### src/hlc_regs.svh
`ifndef HLC_REGS_SVH
`define HLC_REGS_SVH

// counter and stack geometry
`define HLC_CNT_W        32
`define HLC_STACK_DEPTH  6

// values seen by the core
`define HLC_EMPTY_READ   32'hFFFF_FFFF
`define HLC_CNT_LAST     32'h0000_0001
`define HLC_STKY_RST     32'h0400_0000

// sticky status field positions
`define HLC_STKY_LOOP_STACK_OVERFLOW_FLAG    25
`define HLC_STKY_LOOP_STACK_EMPTY_FLAG    26

// condition latencies in machine cycles
`define HLC_LAT_NB       1
`define HLC_LAT_BR       2
`define HLC_LAT_MULT     1

`endif

### src/hlc_pkg.sv
`include "hlc_regs.svh"

package hlc_pkg;

    // how a loop ends
    typedef enum logic [1:0] {
        KIND_COUNT   = 2'b00,
        KIND_ARITH   = 2'b01,
        KIND_FOREVER = 2'b10
    } hlc_kind_type;

    // sequencer control states
    typedef enum logic [1:0] {
        ST_IDLE = 2'b00,
        ST_RUN  = 2'b01,
        ST_EXIT = 2'b10
    } hlc_state_type;

    // one loop counter stack entry
    typedef struct packed {
        hlc_kind_type            kind;
        logic                    single;
        logic [`HLC_CNT_W-1:0]   count;
    } hlc_entry_type;

endpackage

### src/hlc_delay.sv
`timescale 1ns/1ps

module hlc_delay import hlc_pkg::*; #(
    parameter int   LAT     = 1,
    parameter logic RST_VAL = 1'b0
) (
    // clock and reset
    input  wire logic clk_sys,
    input  wire logic rst,
    // level in and delayed copy out
    input  wire logic din,
    output logic      dout
);

    logic [LAT-1:0] pipe_ff;
    logic [LAT-1:0] nxt_pipe;

    // advances every machine cycle, stalls do not hold it
    generate
        for (genvar i = 0; i < LAT; i++) begin : g_stage
            if (i == 0) begin : g_first
                always_comb nxt_pipe[i] = din;
            end else begin : g_rest
                always_comb nxt_pipe[i] = pipe_ff[i-1];
            end
        end
    endgenerate

    always_ff @(posedge clk_sys) begin
        if (rst) begin
            pipe_ff <= {LAT{RST_VAL}};
        end else begin
            pipe_ff <= nxt_pipe;
        end
    end

    assign dout = pipe_ff[LAT-1];

endmodule

### src/hlc_stack.sv
`timescale 1ns/1ps
`include "hlc_regs.svh"

module hlc_stack import hlc_pkg::*; #(
    parameter int DEPTH = `HLC_STACK_DEPTH,
    parameter int WIDTH = $bits(hlc_entry_type)
) (
    // clock and reset
    input  wire logic             clk_sys,
    input  wire logic             rst,
    // operations, pop wins over push
    input  wire logic             push,
    input  wire logic             push_keep,
    input  wire logic             pop,
    input  wire logic             wr_top,
    input  wire logic [WIDTH-1:0] push_data,
    input  wire logic [WIDTH-1:0] wr_data,
    // status
    output logic [WIDTH-1:0]      top,
    output logic                  empty,
    output logic                  full,
    output logic                  last
);

    localparam int CW = $clog2(DEPTH + 1);

    logic [WIDTH-1:0] mem_ff [DEPTH];
    logic [WIDTH-1:0] nxt_mem [DEPTH];
    logic [CW-1:0]    cnt_ff;
    logic [CW-1:0]    nxt_cnt;

    assign empty = (cnt_ff == '0);
    assign full  = (cnt_ff == CW'(DEPTH));
    assign last  = (cnt_ff == CW'(1));
    assign top   = empty ? '0 : mem_ff[cnt_ff - 1'b1];

    // a push when full is dropped; the caller flags overflow
    always_comb begin
        nxt_mem = mem_ff;
        nxt_cnt = cnt_ff;
        if (pop) begin
            if (!empty) nxt_cnt = cnt_ff - 1'b1;
        end else if (push) begin
            if (!full) begin
                nxt_cnt = cnt_ff + 1'b1;
                if (!push_keep) nxt_mem[cnt_ff] = push_data;
            end
        end else if (wr_top && !empty) begin
            nxt_mem[cnt_ff - 1'b1] = wr_data;
        end
    end

    always_ff @(posedge clk_sys) begin
        if (rst) begin
            cnt_ff <= '0;
        end else begin
            cnt_ff <= nxt_cnt;
        end
    end

    // cleared so a pointer-only push never exposes unknown kinds or counts
    always_ff @(posedge clk_sys) begin
        if (rst) begin
            mem_ff <= '{default: '0};
        end else begin
            mem_ff <= nxt_mem;
        end
    end

endmodule

### src/hlc_loop_seq.sv
`timescale 1ns/1ps
`include "hlc_regs.svh"

// Overview of operation
// - top loop counter stack entry is the current loop count, read and written
// - reading the current count with an empty stack returns all ones
// - writing the current count with an empty stack changes nothing
// - writing the current count replaces the running count, no push
// - writes to the current count are ignored unless a counter loop runs
// - counter loop count comes from the init register; expiry after that many passes
// - the init register keeps its value until written again
// - current count decrements once per pass at the end-of-loop fetch
// - inverted expiry visible to branches two cycles, others one cycle later
// - latencies count machine cycles, so stalls shift the observing instruction
// - multi-instruction condition loop tests at second body fetch
// - single-instruction condition loop tests every cycle after loop start
// - true test fetches past loop end next cycle and flushes two fetch stages
// - condition loop exit aborts loop-back and pops program and loop stacks
// - endless loop repeats without any test until interrupt or reset
// - multiplier status reaches loop abort one cycle late unless stalled
// - counter stack is six by 32 bits; push when full is overflow
// - a loaded count of zero runs two to the thirty-second passes
// - sticky overflow flag sets on stack overflow, stays until cleared
// - empty flag is high while stacks are empty, cleared by a push

module hlc_loop_seq import hlc_pkg::*; #(
    parameter int DEPTH = `HLC_STACK_DEPTH
) (
    // clock and reset
    input  wire logic                  clk_sys,
    input  wire logic                  rst,
    // loop start from the pipeline
    input  wire logic                  loop_start,
    input  wire hlc_kind_type          loop_start_kind,
    input  wire logic                  loop_start_single,
    // fetch events
    input  wire logic                  end_fetch,
    input  wire logic                  second_fetch,
    // explicit stack instructions
    input  wire logic                  push_loop_instr,
    input  wire logic                  pop_loop_instr,
    // core writes
    input  wire logic                  cur_wr,
    input  wire logic [`HLC_CNT_W-1:0] cur_wr_data,
    input  wire logic                  init_wr,
    input  wire logic [`HLC_CNT_W-1:0] init_wr_data,
    // termination conditions
    input  wire logic                  arith_cond,
    input  wire logic                  mult_cond,
    input  wire logic                  stall,
    // sticky clear
    input  wire logic                  ovf_clr,
    // results
    output logic [`HLC_CNT_W-1:0]      current_loop_count_ff,
    output logic [`HLC_CNT_W-1:0]      loop_count_init_ff,
    output logic                       not_expired_br_ff,
    output logic                       not_expired_nb_ff,
    output logic                       loop_back_ff,
    output logic                       exit_fetch_ff,
    output logic                       flush_fetch_ff,
    output logic                       stack_pop_ff,
    output logic [31:0]                sticky_status_ff
);

    hlc_state_type         state_ff;
    hlc_state_type         nxt_state;
    hlc_entry_type         stk_top;
    hlc_entry_type         push_entry;
    hlc_entry_type         wr_entry;
    logic                  stk_empty;
    logic                  stk_full;
    logic                  stk_last;
    logic                  do_push;
    logic                  do_pop;
    logic                  wr_top;
    logic                  ctr_run;
    logic                  ar_test;
    logic                  ar_hit;
    logic                  ctr_end;
    logic                  term_now;
    logic                  mult_d1;
    logic                  not_lce_raw;
    logic                  not_br_d;
    logic [`HLC_CNT_W-1:0] nxt_cur;
    logic [`HLC_CNT_W-1:0] nxt_init;
    logic                  nxt_loop_back;
    logic                  nxt_exit;
    logic                  nxt_flush;
    logic                  nxt_pop;
    logic [31:0]           nxt_sticky;

    // six entries, synchronized with the loop address stack
    hlc_stack #(
        .DEPTH     (DEPTH),
        .WIDTH     ($bits(hlc_entry_type))
    ) u_stack (
        .clk_sys   (clk_sys),
        .rst       (rst),
        .push      (do_push),
        .push_keep (!loop_start),
        .pop       (do_pop),
        .wr_top    (wr_top),
        .push_data (push_entry),
        .wr_data   (wr_entry),
        .top       (stk_top),
        .empty     (stk_empty),
        .full      (stk_full),
        .last      (stk_last)
    );

    // multiplier status arrives one machine cycle late
    hlc_delay #(
        .LAT     (`HLC_LAT_MULT),
        .RST_VAL (1'b0)
    ) u_mult_dly (
        .clk_sys (clk_sys),
        .rst     (rst),
        .din     (mult_cond),
        .dout    (mult_d1)
    );

    // a stall hides the extra cycle
    assign term_now = arith_cond | (stall ? mult_cond : mult_d1);

    // expiry means the pass now running is the final one
    assign ctr_run     = !stk_empty && (stk_top.kind == KIND_COUNT);
    assign not_lce_raw = !(ctr_run && (stk_top.count == `HLC_CNT_LAST));

    // fixed machine-cycle latencies, no stall hold
    // the output register supplies one cycle, so the branch path adds only the rest
    // the non-branch copy is the output register alone
    hlc_delay #(
        .LAT     (`HLC_LAT_BR - `HLC_LAT_NB),
        .RST_VAL (1'b1)
    ) u_br_dly (
        .clk_sys (clk_sys),
        .rst     (rst),
        .din     (not_lce_raw),
        .dout    (not_br_d)
    );

    // stack operations and loop decisions
    always_comb begin
        ar_test = 1'b0;
        if (state_ff == ST_RUN && !stk_empty && stk_top.kind == KIND_ARITH) begin
            ar_test = stk_top.single ? 1'b1 : second_fetch;
        end
        ar_hit  = ar_test && term_now;
        ctr_end = ctr_run && end_fetch && (stk_top.count == `HLC_CNT_LAST);
        // exits pop both stacks at once
        do_pop  = pop_loop_instr || ctr_end || ar_hit;
        do_push = !do_pop && (loop_start || push_loop_instr);
        // only a running counter loop accepts a count change
        wr_top  = !do_pop && !do_push && ctr_run && (cur_wr || end_fetch);
        wr_entry = stk_top;
        if (cur_wr) begin
            wr_entry.count = cur_wr_data;
        end else begin
            wr_entry.count = stk_top.count - 1'b1;
        end
        push_entry.kind   = loop_start_kind;
        push_entry.single = loop_start_single;
        push_entry.count  = loop_count_init_ff;
    end

    // control state and registered outputs
    always_comb begin
        nxt_state     = state_ff;
        nxt_init      = init_wr ? init_wr_data : loop_count_init_ff;
        nxt_cur       = stk_empty ? `HLC_EMPTY_READ : stk_top.count;
        // endless loops never test, they only loop back
        nxt_loop_back = end_fetch && !stk_empty && state_ff == ST_RUN
                        && !ctr_end && !ar_hit;
        nxt_exit      = ar_hit;
        nxt_flush     = ar_hit;
        nxt_pop       = do_pop && !stk_empty;
        nxt_sticky    = '0;
        // set beats clear in the same cycle
        nxt_sticky[`HLC_STKY_LOOP_STACK_OVERFLOW_FLAG] = (sticky_status_ff[`HLC_STKY_LOOP_STACK_OVERFLOW_FLAG] && !ovf_clr)
                                     || (do_push && stk_full);
        nxt_sticky[`HLC_STKY_LOOP_STACK_EMPTY_FLAG] = (stk_empty && !do_push)
                                     || (do_pop && stk_last);
        case (state_ff)
            ST_IDLE: begin
                if (do_push) nxt_state = ST_RUN;
            end
            ST_RUN: begin
                if (ar_hit) begin
                    nxt_state = ST_EXIT;
                end else if (do_pop && stk_last) begin
                    nxt_state = ST_IDLE;
                end
            end
            ST_EXIT: begin
                // flushed slots are not tested again
                nxt_state = (stk_empty && !do_push) ? ST_IDLE : ST_RUN;
            end
            default: nxt_state = ST_IDLE;
        endcase
    end

    always_ff @(posedge clk_sys) begin
        if (rst) begin
            state_ff              <= ST_IDLE;
            current_loop_count_ff <= `HLC_EMPTY_READ;
            loop_count_init_ff    <= '0;
            not_expired_br_ff     <= 1'b1;
            not_expired_nb_ff     <= 1'b1;
            loop_back_ff          <= 1'b0;
            exit_fetch_ff         <= 1'b0;
            flush_fetch_ff        <= 1'b0;
            stack_pop_ff          <= 1'b0;
            sticky_status_ff      <= `HLC_STKY_RST;
        end else begin
            state_ff              <= nxt_state;
            current_loop_count_ff <= nxt_cur;
            loop_count_init_ff    <= nxt_init;
            not_expired_br_ff     <= not_br_d;
            not_expired_nb_ff     <= not_lce_raw;
            loop_back_ff          <= nxt_loop_back;
            exit_fetch_ff         <= nxt_exit;
            flush_fetch_ff        <= nxt_flush;
            stack_pop_ff          <= nxt_pop;
            sticky_status_ff      <= nxt_sticky;
        end
    end
endmodule

### config.mk
export PLATFORM = sky130hd
export DESIGN_NAME = hlc_loop_seq
export DESIGN_NICKNAME = d
export VERILOG_FILES = /design/src/hlc_pkg.sv /design/src/hlc_delay.sv /design/src/hlc_stack.sv /design/src/hlc_loop_seq.sv
export VERILOG_INCLUDE_DIRS = /design/src
export SDC_FILE = /design/constraint.sdc
export NUM_CORES = 1
export LEC_CHECK = 0
export CAP_MARGIN = 20
export CELL_PAD_IN_SITES_DETAIL_PLACEMENT = 1
export CELL_PAD_IN_SITES_GLOBAL_PLACEMENT = 2
export CORE_UTILIZATION = 36
export CTS_CLUSTER_SIZE = 10
export DETAILED_ROUTE_END_ITERATION = 8
export DONT_BUFFER_PORTS = 1
export GPL_TIMING_DRIVEN = 0
export PLACE_DENSITY = 0.8
export SLEW_MARGIN = 0
export SYNTH_ARGS = -nofsm -noshare
export SYNTH_HDL_FRONTEND = slang
export SYNTH_SLANG_ARGS = --single-unit
### constraint.sdc
create_clock -name clk_sys -period 5.25 [get_ports clk_sys]
set_clock_uncertainty 0.2 [all_clocks]
set_input_delay 0.2625 -clock clk_sys [delete_from_list [all_inputs] [get_ports clk_sys]]
set_output_delay 0.2625 -clock clk_sys [all_outputs]
set_load 0.02 [all_outputs]
==> flow_results.xml <==
<?xml version="1.0" encoding="UTF-8"?>
<metrics>
  <group name="setup_path">
    <metric name="path_max_fanout" unit="">10</metric>
    <metric name="reg2reg_from" unit="">u_stack.cnt_ff[0]</metric>
    <metric name="crit_required" unit="ns">5.51</metric>
    <metric name="timing.critical_path.to_type" unit="">flip-flop</metric>
    <metric name="path_class" unit="">flip-flop to flip-flop</metric>
    <metric name="critPathLaunch" unit="">u_stack.cnt_ff[0]</metric>
    <metric name="crit_arrival" unit="ns">5.52</metric>
    <metric name="startpoint_type_of_the_worst_setup_path" unit="">flip-flop</metric>
  </group>
  <group name="cts">
    <metric name="cts_htree_levels" unit="">2</metric>
    <metric name="clock_tree.root_cell" unit="">clkbuf_16</metric>
    <metric name="clock_insertion_delay_worst_skew" unit="ns">0.58</metric>
    <metric name="clockBufferDepth" unit="">3</metric>
    <metric name="cts-buffers-inserted" unit="">38</metric>
    <metric name="clkSlewWorstSetupHoldPaths" unit="ns">0.06</metric>
    <metric name="tritoncts_num_sinks" unit="">287</metric>
    <metric name="cts_tree" unit="">built</metric>
  </group>
  <group name="sta">
    <metric name="ratio_of_final_minimum_period_to_clock_period" unit="%">100</metric>
    <metric name="hold_ws" unit="ns">-0.00907</metric>
    <metric name="final_critical_path_setup_slack" unit="ns">-0.0122</metric>
    <metric name="final_report_setup_violation_count" unit="">7</metric>
    <metric name="timing.slew.headroom" unit="%">19.4</metric>
    <metric name="hold_viol" unit="">3</metric>
    <metric name="period_needed" unit="ns">5.26</metric>
    <metric name="worst_slew_pin_slew" unit="ns">1.21</metric>
    <metric name="max_freq" unit="GHz">0.190</metric>
    <metric name="timing_max_transition_violations_final" unit="">0</metric>
    <metric name="unrepaired_setup_endpoints_after_global_routing" unit="">no</metric>
  </group>
  <group name="floorplan">
    <metric name="die_y" unit="µm">211</metric>
    <metric name="initial_utilization" unit="%">36.4</metric>
    <metric name="boundaryPins" unit="">182</metric>
    <metric name="die_area" unit="µm²">44300</metric>
    <metric name="die_width" unit="µm">211</metric>
    <metric name="coreArea" unit="µm²">43000</metric>
    <metric name="row_count" unit="">76</metric>
  </group>
  <group name="route">
    <metric name="drt-vias-per-instance" unit="">6.46</metric>
    <metric name="drt.antenna.violating_nets" unit="">0</metric>
    <metric name="detailedRoute.firstIterationViolations" unit="">1894</metric>
    <metric name="via_count" unit="">16400</metric>
    <metric name="routed_wire_length_per_instance" unit="µm">32.5</metric>
    <metric name="firstDrtPassIters" unit="">5</metric>
    <metric name="detail_route.drc_violations" unit="">0</metric>
    <metric name="drt-total-wl" unit="µm">82600</metric>
  </group>
  <group name="global_route">
    <metric name="grt_first_pass_wirelength" unit="µm">117000</metric>
    <metric name="antenna_found_initial" unit="">3</metric>
    <metric name="via_count_of_the_first_global_routing_pass" unit="">16000</metric>
    <metric name="grt-ovfl-total" unit="">0</metric>
    <metric name="grt_max_degree" unit="">20</metric>
    <metric name="globalRouteTotalUtil" unit="%">36.6</metric>
  </group>
  <group name="pwr">
    <metric name="worst_ir_drop_vdd" unit="V">0.000304</metric>
    <metric name="power_per_cell_area" unit="nW/µm²">627</metric>
    <metric name="power_leakage" unit="nW">6.84</metric>
    <metric name="power.total" unit="mW">12.2</metric>
  </group>
  <group name="yosys">
    <metric name="synth_top_family_by_area" unit="">compound AO/OA/AOI/OAI gates</metric>
    <metric name="postSynthCellCount" unit="">1767</metric>
    <metric name="synthesis.area" unit="µm²">15700</metric>
    <metric name="synth_xor_xnor_area_share" unit="%">1.21</metric>
    <metric name="synth.area.mux_share" unit="%">10.4</metric>
    <metric name="yosys.area_share.simple" unit="%">13.1</metric>
    <metric name="post_synth.cell_area_avg" unit="µm²">8.86</metric>
    <metric name="synth_compound_gate_area_share" unit="%">30.6</metric>
    <metric name="synthesis.yosys.warnings" unit="">0</metric>
    <metric name="synth_fa_ha_area_share" unit="%">0.559</metric>
    <metric name="yosys_register_bits" unit="">287</metric>
    <metric name="leading_register_cell_type_out_of_synthesis" unit="">dfxtp_1</metric>
    <metric name="post_synth_num_cell_types" unit="">84</metric>
    <metric name="number_of_synthesized_flops_with_an_enable_pin" unit="">0</metric>
    <metric name="asyncSetResetFlopFracSynth" unit="%">0</metric>
    <metric name="seq_area_frac_synth" unit="%">36.7</metric>
  </group>
  <group name="cells_and_area">
    <metric name="syn2layout_area_growth" unit="%">24.7</metric>
    <metric name="layout_common_cells" unit="">dfxtp_1 (285), a21oi_1 (184), a211oi_1 (137)</metric>
    <metric name="final_net_count" unit="">2016</metric>
    <metric name="layout.cells.most_common" unit="">dfxtp_1</metric>
    <metric name="post-route-cell-area" unit="µm²">19500</metric>
    <metric name="drive_gt1_share" unit="%">22.9</metric>
  </group>
  <group name="placed_design">
    <metric name="place_area" unit="µm²">16500</metric>
    <metric name="port_buffers" unit="">0</metric>
    <metric name="dpl.hpwl" unit="µm">61700</metric>
    <metric name="post_place_setup_slack" unit="ns">-3.03</metric>
    <metric name="place.gp.congestion" unit="">0.988</metric>
  </group>
  <group name="outcome">
    <metric name="violations" unit="">negative hold slack, negative setup slack</metric>
    <metric name="status" unit="">finished with violations</metric>
  </group>
  <group name="min_path">
    <metric name="worstHoldStart" unit="">init_wr</metric>
    <metric name="hp-class" unit="">input pin to flip-flop</metric>
  </group>
  <group name="flow_run">
    <metric name="cap_violations" unit="">0</metric>
  </group>
</metrics>
==> routing by layer <==
layer	global-route usage (%)	routed length (µm)	vias up
met5	0	19	-
met4	14.3	3470	2
met3	9.01	8670	181
met2	56.1	36200	979
met1	49.3	34200	8203
li1	-	-	7054
==> synthesized netlist by cell type, types with 4 or more instances <==
| master | number | area share, % |
|---|---|---|
| a31oi_1 | 14 | 0.56 |
| clkbuf_1 | 101 | 2.4 |
| nor3_1 | 49 | 1.6 |
| or2_2 | 6 | 0.24 |
| nor4_1 | 13 | 0.52 |
| a311oi_1 | 16 | 0.89 |
| dfxtp_1 | 287 | 37 |
| nand2_1 | 86 | 2.1 |
| inv_1 | 10 | 0.24 |
| a211oi_1 | 146 | 7.0 |
| xor2_1 | 8 | 0.45 |
| a21o_1 | 4 | 0.19 |
| buf_1 | 11 | 0.26 |
| and2_1 | 17 | 0.68 |
| o2bb2a_1 | 7 | 0.45 |
| a32oi_1 | 12 | 0.67 |
| a211oi_2 | 9 | 0.72 |
| nand3_1 | 60 | 1.9 |
| o2bb2ai_1 | 16 | 0.89 |
| ha_1 | 7 | 0.56 |
| nand3b_1 | 6 | 0.29 |
| o21ai_0 | 18 | 0.58 |
| buf_6 | 10 | 0.72 |
| buf_2 | 41 | 1.3 |
| a22oi_1 | 121 | 5.8 |
| nor2_1 | 111 | 2.7 |
| and4_1 | 5 | 0.28 |
| mux2_2 | 63 | 4.5 |
| a21oi_1 | 189 | 6.0 |
| o31ai_1 | 4 | 0.19 |
| mux4_2 | 10 | 1.4 |
| buf_4 | 49 | 2.3 |
| a31o_2 | 5 | 0.28 |
| nor2b_1 | 10 | 0.40 |
| nand2b_1 | 11 | 0.44 |
| o211ai_1 | 10 | 0.48 |
| a2bb2oi_1 | 32 | 1.8 |
| xnor2_1 | 10 | 0.56 |
| a221oi_1 | 30 | 1.7 |
| nand4_1 | 21 | 0.84 |
| mux2i_1 | 69 | 4.4 |
==> repair_timing <==
item,4_1_cts,5_1_grt
setup buffers,34,14
endpoints found under the setup margin,250,211
pin swaps,23,19
hold endpoints to repair,55,1
hold buffers,41,1
gates cloned,1,0
resized for setup,165,108
==> critical path, stage by stage (launching register included) <==
cell	delay (ns)
dfxtp_4	0.39
buf_12	0.14
clkinv_8	0.11
clkbuf_16	0.19
ha_4	0.33
buf_12	0.15
buf_8	0.15
buf_12	0.13
mux4_2	0.56
a21oi_4	0.17
or2_2	0.14
ha_1	0.14
nand4_1	0.25
nor4b_2	0.40
and4_4	0.31
buf_12	0.16
a21boi_4	0.13
buf_12	0.21
nor2_4	0.20
buf_6	0.21
o211ai_1	0.11
a311oi_1	0.33
==> cells by family (layout without fill, tap and decap cells) <==
group	count (synthesis)	in the layout
other	1	32
AOI/OAI and AO/OA	672	672
muxes	142	142
DFF	287	287
and+or+nand+nor	414	414
xor gates and xnor gates	20	20
adders and majority gates	7	7
buffers and inverters	224	381
==> report_power, final <==
part / total [mW] / switching (mW) / internal, mW
Clock: 2.58 / 1.08 / 1.50
Sequential: 2.99 / 0.422 / 2.57
Combinational: 6.68 / 4.42 / 2.26
Total: 12.2 / 5.92 / 6.33
==> worst paths after layout <==
check	endpoint	cells past startpoint	slack [ns]
min	loop_count_init_ff[1]	3	-0.009
min reg2reg	u_stack.mem_ff[47]	1	0.26
max	u_stack.mem_ff[203]	21	-0.01
max reg2reg	u_stack.mem_ff[203]	21	-0.01
==> sequential cells by signal (all words and copies together) (netlist names) <==
register and count:
u_stack.mem_ff 210, not_expired_br_ff 1, stack_pop_ff 1, sticky_status_ff 2
current_loop_count_ff 32, u_mult_dly.dout 1, not_expired_nb_ff 1, loop_back_ff 1
loop_count_init_ff 32, u_stack.cnt_ff 3, flush_fetch_ff 1, state_ff 2
==> area by class of cell <==
class / instances / area, µm²
Antenna cell: 2 / 5.00
Tap cell: 585 / 732
Clock inverter: 6 / 81.3
Sequential cell: 287 / 5750
Fill cell: 4994 / 23500
Buffer: 208 / 1420
Clock buffer: 58 / 1110
Multi-Input combinational cell: 1285 / 9440
Inverter: 12 / 61.3
Timing Repair Buffer: 97 / 926
==> stage by stage <==
stage | instances | utilization (%) | hold slack (ns) | TNS [ns]
floorplan | 1796 | - | 0.191 | 0
global placement | 2381 | 38.4 | 0.195 | -590.81
detailed placement | 2387 | 38.5 | 0.222 | -605.08
CTS | 2525 | 44.3 | 0.000964 | 0
global route | 2539 | 45.4 | 0.0115 | 0
finish | 2540 | 45.4 | -0.00907 | -0.0272
(Power assumes the default switching activity.)
